## src/hw/wan_irq_pkg.sv

```systemverilog
/*
 constants, field layout and event carrier for the wan mac interrupt
 status block. assumes a 32-bit register port with byte addresses.
*/
// Contract
// irq only from status bits whose enable set
// reading status never alters any bit
// bits set on edge, cleared by writing one
// bit 30 sets when frame transmitted
// bit 29 sets when frame received
// bit 28 sets, transmit suspends on host-owned descriptor
// host returns ownership before transmit start command
// coincident event beats software clear
`default_nettype none

package wan_irq_pkg;
    localparam int ADDR_W = 16;
    localparam int DATA_W = 32;
    localparam int NUM_EVENTS = 3;
    localparam logic [15:0] STATUS_ADDR = 16'he210;
    localparam logic [15:0] ENABLE_ADDR = 16'he214;
    localparam int TX_DONE_BIT = 30;
    localparam int RX_DONE_BIT = 29;
    localparam int TX_UNAVAIL_BIT = 28;
    // event vector index i sits at status bit FIELD_LSB + i
    localparam int FIELD_LSB = TX_UNAVAIL_BIT;
    localparam int TX_DONE_IDX = TX_DONE_BIT - FIELD_LSB;
    localparam int RX_DONE_IDX = RX_DONE_BIT - FIELD_LSB;
    localparam int TX_UNAVAIL_IDX = TX_UNAVAIL_BIT - FIELD_LSB;
    localparam logic [2:0] FLAG_RESET = 3'h0;
    localparam logic [2:0] ENABLE_RESET = 3'h0;
    localparam logic [31:0] READ_IDLE = 32'h0;

    // packed order matches the status bit order 30..28
    typedef struct packed {
        logic tx_done;
        logic rx_done;
        logic tx_desc_unavail;
    } wan_event_t;
endpackage

`default_nettype wire

```

## src/hw/sticky_edge_flag.sv

```systemverilog
/*
 one edge-captured sticky status flag with write-one-to-clear.
 assumes the event level comes from logic on the same clock.
*/
`default_nettype none
`timescale 1ns/1ps

module sticky_edge_flag
(
    // clock and reset
    input wire logic clk,
    input wire logic reset,
    // event and clear
    input wire logic event_level,
    input wire logic clear_req,
    // state
    output logic rise,
    output logic flag
);
    logic prev_reg;
    logic flag_reg;

    always_ff @(posedge clk)
    begin
        if (reset)
            prev_reg <= 1'b0;
        else
            prev_reg <= event_level;
    end

    // a level held high raises the flag once only
    assign rise = event_level & ~prev_reg;

    always_ff @(posedge clk)
    begin
        if (reset)
            flag_reg <= 1'b0;
        else if (rise)
            flag_reg <= 1'b1;
        else if (clear_req)
            flag_reg <= 1'b0;
    end

    assign flag = flag_reg;
endmodule // sticky_edge_flag

`default_nettype wire

```

## src/hw/wan_mac_interrupt_status.sv

```systemverilog
/*
 wan mac part of the interrupt status register, its enable bits,
 the cpu interrupt line and the transmit suspend state.
 assumes mac events are levels on clk and a bus master that never
 issues read and write strobes together.
*/
`default_nettype none
`timescale 1ns/1ps

module wan_mac_interrupt_status
(
    // clock and reset
    input wire logic clk,
    input wire logic reset,
    // register port
    input wire logic [wan_irq_pkg::ADDR_W-1:0] addr,
    input wire logic [wan_irq_pkg::DATA_W-1:0] wdata,
    input wire logic wr_en,
    input wire logic rd_en,
    output logic [wan_irq_pkg::DATA_W-1:0] rdata,
    // mac events
    input wire wan_irq_pkg::wan_event_t mac_events,
    input wire logic tx_start_cmd,
    // outputs
    output logic irq,
    output logic tx_suspend
);
    localparam int N = wan_irq_pkg::NUM_EVENTS;
    localparam int TXD = wan_irq_pkg::TX_DONE_IDX;
    localparam int RXD = wan_irq_pkg::RX_DONE_IDX;
    localparam int TXU = wan_irq_pkg::TX_UNAVAIL_IDX;

    logic [N-1:0] event_vec;
    logic [N-1:0] rise_vec;
    logic [N-1:0] flag_vec;
    logic [N-1:0] clear_vec;
    logic [N-1:0] enable_reg;
    logic [31:0] rdata_reg;
    logic tx_suspend_reg;
    logic status_wr;
    logic enable_wr;
    logic [31:0] status_word;

    function automatic logic [N-1:0] wan_field(input logic [31:0] w);
        wan_field = w[wan_irq_pkg::FIELD_LSB +: N];
    endfunction

    function automatic logic [31:0] wan_word(input logic [N-1:0] f);
        wan_word = {{(32-N){1'b0}}, f} << wan_irq_pkg::FIELD_LSB;
    endfunction

    assign event_vec = mac_events;
    assign status_wr = wr_en && (addr == wan_irq_pkg::STATUS_ADDR);
    assign enable_wr = wr_en && (addr == wan_irq_pkg::ENABLE_ADDR);
    // only a one in the written data clears; zeros leave bits alone
    assign clear_vec = status_wr ? wan_field(wdata) : '0;

    genvar gi;
    generate
        for (gi = 0; gi < N; gi++)
        begin : g_flag
            sticky_edge_flag u_flag
            (
                .clk(clk),
                .reset(reset),
                .event_level(event_vec[gi]),
                .clear_req(clear_vec[gi]),
                .rise(rise_vec[gi]),
                .flag(flag_vec[gi])
            );
        end
    endgenerate

    assign status_word = wan_word(flag_vec);

    always_ff @(posedge clk)
    begin
        if (reset)
            enable_reg <= wan_irq_pkg::ENABLE_RESET;
        else if (enable_wr)
            enable_reg <= wan_field(wdata);
    end

    // reads only sample state; no flag depends on rd_en
    always_ff @(posedge clk)
    begin
        if (reset)
            rdata_reg <= wan_irq_pkg::READ_IDLE;
        else if (rd_en && addr == wan_irq_pkg::STATUS_ADDR)
            rdata_reg <= status_word;
        else if (rd_en && addr == wan_irq_pkg::ENABLE_ADDR)
            rdata_reg <= wan_word(enable_reg);
        else
            rdata_reg <= wan_irq_pkg::READ_IDLE;
    end

    assign rdata = rdata_reg;

    // transmit stays suspended until the host issues a start command;
    // a fresh unavailable edge in the same cycle keeps it suspended
    always_ff @(posedge clk)
    begin
        if (reset)
            tx_suspend_reg <= 1'b0;
        else if (rise_vec[TXU])
            tx_suspend_reg <= 1'b1;
        else if (tx_start_cmd)
            tx_suspend_reg <= 1'b0;
    end

    assign tx_suspend = tx_suspend_reg;
    // combinational so the line drops in the cycle the flag clears
    assign irq = |(flag_vec & enable_reg);
endmodule // wan_mac_interrupt_status

`default_nettype wire

```

## config.mk

```make
export PLATFORM = sky130hd
export DESIGN_NAME = wan_mac_interrupt_status
export DESIGN_NICKNAME = d
export VERILOG_FILES = /design/src/hw/wan_irq_pkg.sv /design/src/hw/sticky_edge_flag.sv /design/src/hw/wan_mac_interrupt_status.sv
export SDC_FILE = /design/constraint.sdc
export NUM_CORES = 1
export LEC_CHECK = 0
export BUFFER_PORTS_ARGS = -buffer_cell sky130_fd_sc_hd__buf_2
export CORE_AREA = 10 10 58 60
export DETAILED_ROUTE_END_ITERATION = 6
export DIE_AREA = 0 0 68 70
export PLACE_DENSITY = 0.89
export SYNTH_ARGS = -nofsm -noshare
export SYNTH_HDL_FRONTEND = slang
export SYNTH_SLANG_ARGS = --single-unit
```

## constraint.sdc

```tcl
create_clock -name clk -period 2 [get_ports clk]
set_input_delay 0.1 -clock clk [delete_from_list [all_inputs] [get_ports clk]]
set_output_delay 0.1 -clock clk [all_outputs]
set_load 0.005 [all_outputs]
```

---- Word-level counts from Yosys, hierarchy flattened ----
Index checks and enable logic that the tools add are counted.
storage, ports and cells
  register bits after elaboration ......... 42
  bits of input ports ..................... 56
  output and inout bits ................... 34
  word-level logic and storage cells ...... 40
operators by class
  eq/ne operators ......................... 2
  muxes and demuxes ....................... 11
  bitwise operators ....................... 7
  reduce and logical (&&, ||, !) cells .... 10
operators by type and width
  operator              count
  $mux 31               2
  $eq 16x16->1 const B  2
  $mux 1                8
  $reduce_bool 2->1     4
  $logic_and 1x1->1     4
  $and 1x1->1           3
  $and 3x3->3           1
  $mux 3                1
  $not 1->1             3
  $reduce_or 3->1       1
  $reduce_or 2->1       1

---- Longest topological paths before layout ----
  depth in word-level cells ............... 5
  depth in mapped cells ................... 5
  mapped depth without buffers ............ 4

---- Modules after synthesis ----
From an unflattened synthesis, not the netlist that was laid out.
second synthesis, totals
  cells, all modules ...................... 88
  area total of the unflattened synthesis .. 818.3 um^2
modules (own cells, without submodules)
  module                    times used  cells each  area an instance (um^2)  sequential area each (um^2)
  wan_mac_interrupt_status  1           70          589.3                    140.1
  sticky_edge_flag          3           6           76.3                     40.0

---- Worst setup path after synthesis ----
OpenSTA, ideal clock, no wires.
  kind .................................... input to register
  start point ............................. in addr[7] (netlist bit)
  end point ............................... reg g_flag[1].u_flag.flag_reg
  library setup time ...................... 0.117 ns
  arrival ................................. 0.988 ns
  data required time ...................... 1.883 ns
  slack ................................... 0.895 ns
  cell stages on the path ................. 5
  buffers on the path ..................... 1
  cell sequence ........................... nor4_2 > and4_1 > buf_4 > nand3_1 > a32o_1
between the ends
  longest elaborated chain between the ends .. 4
ends and longest elaborated chain
  what                         line                            RTL
  start, declared              wan_mac_interrupt_status.sv:16  input wire logic [wan_irq_pkg::ADDR_W-1:0] addr,
  $eq 16x16->1                 wan_mac_interrupt_status.sv:53  assign status_wr = wr_en && (addr == wan_irq_pkg::STATUS_ADDR);
  $logic_and 1x1->1            wan_mac_interrupt_status.sv:53
  $mux 3                       wan_mac_interrupt_status.sv:56  assign clear_vec = status_wr ? wan_field(wdata) : '0;
  $reduce_bool 2->1 (no line)  --
  end signal, assigned         sticky_edge_flag.sv:37          flag_reg <= 1'b0;
  end signal, assigned         sticky_edge_flag.sv:39          flag_reg <= 1'b1;
  end signal, assigned         sticky_edge_flag.sv:41          flag_reg <= 1'b0;
  end, declared                sticky_edge_flag.sv:21          logic flag_reg;
No other way between the ends.
A chain may end at the register's enable or synchronous reset.

---- Worst setup path after layout ----
  start point ............................. reg enable_reg[2]
  end point ............................... out irq
between the ends
  longest elaborated chain between the ends .. 2
ends and longest elaborated chain
  what                    line                             RTL
  start, declared         wan_mac_interrupt_status.sv:37   logic [N-1:0] enable_reg;
  start signal, assigned  wan_mac_interrupt_status.sv:79   enable_reg <= wan_irq_pkg::ENABLE_RESET;
  start signal, assigned  wan_mac_interrupt_status.sv:81   enable_reg <= wan_field(wdata);
  $and 3x3->3             wan_mac_interrupt_status.sv:113  assign irq = |(flag_vec & enable_reg);
  $reduce_or 3->1         wan_mac_interrupt_status.sv:113
  end, declared           wan_mac_interrupt_status.sv:25   output logic irq,
No other way between the ends.

==> results.txt <==
The run finished with clean final reports. In the synthesized netlist the dominant register cell turns out to be sky130_fd_sc_hd__dfxtp_1. Detailed placement finished with a half-perimeter wire length of 1.59 mm. In this run the static leakage power is 0.434 nW. Setup repair after global routing left no endpoint under its margin. Compared with the post-synthesis result, the final layout area differs by 11.8%. The final setup violation count was 0. After the first detailed-routing iteration, the DRC count stood at 9. The finished cells cover 855 sq um. STA classifies the critical path startpoint as a flip-flop.

Class of the tightest hold or removal check: in2reg. IR analysis of the VDD net gives a maximum drop of 0.000208 V. First-pass GRT wire length: 2.66 mm. After synthesis, the most frequently instantiated cells are 30 x sky130_fd_sc_hd__buf_4, 13 x sky130_fd_sc_hd__dfxtp_1, 5 x sky130_fd_sc_hd__a21oi_1. The clock-pin slew on the worst setup and hold paths works out to 0.08 ns.

Of the available clock period, the critical path in the final layout requires 63.9%. The clock net in this run drives a total of 13 sinks. TritonCTS built the clock tree. In this run the tool buffered the top-level ports with 31 buffer cells.

The overall track demand over capacity in global routing is 7.07%, and the number of buffers created by CTS is 3. The netlist uses 23 different library cells. The critical path is of the reg2out type. The number of antenna violations at the first check in global routing was 0. The tools report the number of global-route vias before repair as 649. sky130_fd_sc_hd__dfxtp_1 takes more of the synthesized area than any other cell. The worst setup path is captured at an output pin.

Power comes to 0.506 mW. By area the synthesized netlist is led by sky130_fd_sc_hd__dfxtp_1 34%, sky130_fd_sc_hd__buf_4 29%, sky130_fd_sc_hd__mux2i_1 3.9%. For this design, the CTS-stage hold fixing added 0 buffers.

Counting tap cells, the placed design contains a total of 145 instances. After filler insertion, the fill cell instance count of the layout stands at 255. The gate count of the mapped netlist came out at 88. The routed layout has 615 vias.

In this design, the stage delay of the slowest critical-path cell is 0.38 ns. The total number of placement rows was 18; the effective utilization at floorplan was 32.6%. The die boundary width is 68 microns, and the maximum achievable frequency is 0.782 GHz.

The repair_antennas step left the layout with diodes totalling 0. The tools report the maximum level of the CTS H-tree as 1. Clock root buffer: sky130_fd_sc_hd__clkbuf_4. For the final instance count without filler cells, the log shows 149. The clock period could shrink to 1.28 ns.

Gates resized during post-CTS repair numbered 0. Portion of synthesized cell area occupied by the leading cell type: 34.0%. The critical path goes through a222oi_1, inv_1, buf_2. The data arrival time of the worst path came out at 1.18 ns. Post-CTS timing repair inserted 0 buffers for setup. The average cell area after synthesis is 8.69 sq um, and the maximum fanout along the worst path is 3.

The die height is 70 microns, and the pin count of the biggest net entering global routing is 10. The run gives 0 as the count of yosys warnings during synthesis. 90 I/O pins were placed. The final layout contains routed wiring with a total length of 1.78 mm.

On the critical path, the stage with the largest delay is an instance of sky130_fd_sc_hd__a222oi_1. The total count of max-transition violations in the final report came out at 0. The most common cell in the synthesized netlist is sky130_fd_sc_hd__buf_4. The clock passes through at most 2 buffers. Summing the sequential cell areas from Yosys gives 34.0% of the chip area. The instance area after placement came out at 828 sq um. The logs give 0 for the final antenna-violating net count and 0 for the number of max-cap violations. Core area: 2340 sq um. At the end of routability-driven placement, the weighted congestion stood at 0.728. The ratio of cells with drive above 1 in the final layout is 30.3%. The total count of hold-check failures in the final report is 0. The area enclosed by the die boundary came out at 4760 sq um. The clock arrives with 0.00122 ns of skew. Counting flops with an async set or reset pin after synthesis yields a share of 0%.

After synthesis the netlist holds a flip-flop and latch count of 13. In this run the power density over the cells is 592 nW/um^2. Using the TritonRoute via totals, the vias-per-cell ratio works out to 4.13.

The utilization of the core after routing was 36.5%; the layout net count was 176. The later pin in the worst-skew pair is clocked with a latency of 0.28 ns. The number of optimization iterations in the first detailed-route pass came out at 4. The total overflow left after global routing is 0.

The data required time of the worst path came out at 1.90 ns. Yosys mapped a number of flops with a built-in enable equal to 0. The average detailed-routed wire length per instance is 11.9 microns. Summed over all failing endpoints, the final setup total negative slack is 0 ns. After detailed routing, the number of remaining DRC violations is 0. The synthesized netlist occupies a cell area of 764 sq um.
-- routing by layer --
metal	part of all wire [%]	vias up	routed length, microns	global-route usage, %
met3	16	5	289	5.26
met2	42	43	746	9.73
li1	-	303	-	-
met5	0	-	0	0
met1	40	264	713	7.77
met4	1.6	0	29	3.36
-- stage by stage --
step | hold WS [ns] | setup WS (ns)
2_1_floorplan | 0.228 | 0.895
3_3_place_gp | 0.331 | 0.690
3_5_place_dp | 0.332 | 0.664
4_1_cts | 0.0500 | 0.725
5_1_grt | 0.0817 | 0.643
6_report | 0.0511 | 0.721
-- area by class of cell --
| type | instances | area, sq um | share of cell area [%] |
|---|---|---|---|
| Tap cell | 30 | 37.5 | 4.39 |
| Timing Repair Buffer | 31 | 155 | 18.2 |
| Clock buffer | 4 | 26.3 | 3.07 |
| Multi-Input combinational cell | 67 | 360 | 42.2 |
| Inverter | 4 | 15.0 | 1.76 |
| Sequential cell | 13 | 260 | 30.5 |
-- cells in the final DEF, fill, tap and decap left out, drive strengths merged --
master / n
inv: 4
nand2: 2
and4b: 1
nor2: 3
mux2i: 3
nand4: 4
and2b: 1
a32o: 2
buf: 31
conb: 29
and4: 1
clkbuf: 4
a222oi: 1
a21oi: 5
o21ai: 4
nor2b: 3
nand2b: 2
and4bb: 1
dfxtp: 13
nor3: 1
nor4: 1
nand3: 3
-- report_power, final --
| group | internal, mW | switching, mW |
|---|---|---|
| combinational | 0.0312 | 0.0376 |
| sequential | 0.269 | 0.00551 |
| clock | 0.0774 | 0.0858 |
-- worst paths after layout --
check	start	endpoint	slack, ns	cells after the start
max	enable_reg[2]$_SDFFE_PP0P_	irq	0.72	3
min	mac_events[0]	g_flag[0].u_flag.prev_reg$_SDFF_PP0_	0.05	2
max reg2reg	g_flag[0].u_flag.flag$_SDFFE_PP0P_	g_flag[0].u_flag.flag$_SDFFE_PP0P_	1.35	2
min reg2reg	g_flag[2].u_flag.prev_reg$_SDFF_PP0_	g_flag[2].u_flag.flag$_SDFFE_PP0P_	0.47	2
-- kinds of logic (layout without fill, tap and decap cells) --
group / count (synthesis) / in the layout / synth area share, %
simple gates: 23 / 23 / 19.1
buf+inv: 36 / 39 / 32.6
flops: 13 / 13 / 34.0
other cells: 1 / 29 / 0.491
compound gates: 12 / 12 / 9.82
mux: 3 / 3 / 3.93
-- worst max-delay path, delay by kind of cell, from the launching register on --
kind	cells	cell delay, ns
buffers and inverters	2	0.20
AO/OA/AOI/OAI	1	0.38
flip-flops	1	0.33
Power figures use the tool's default switching activity.
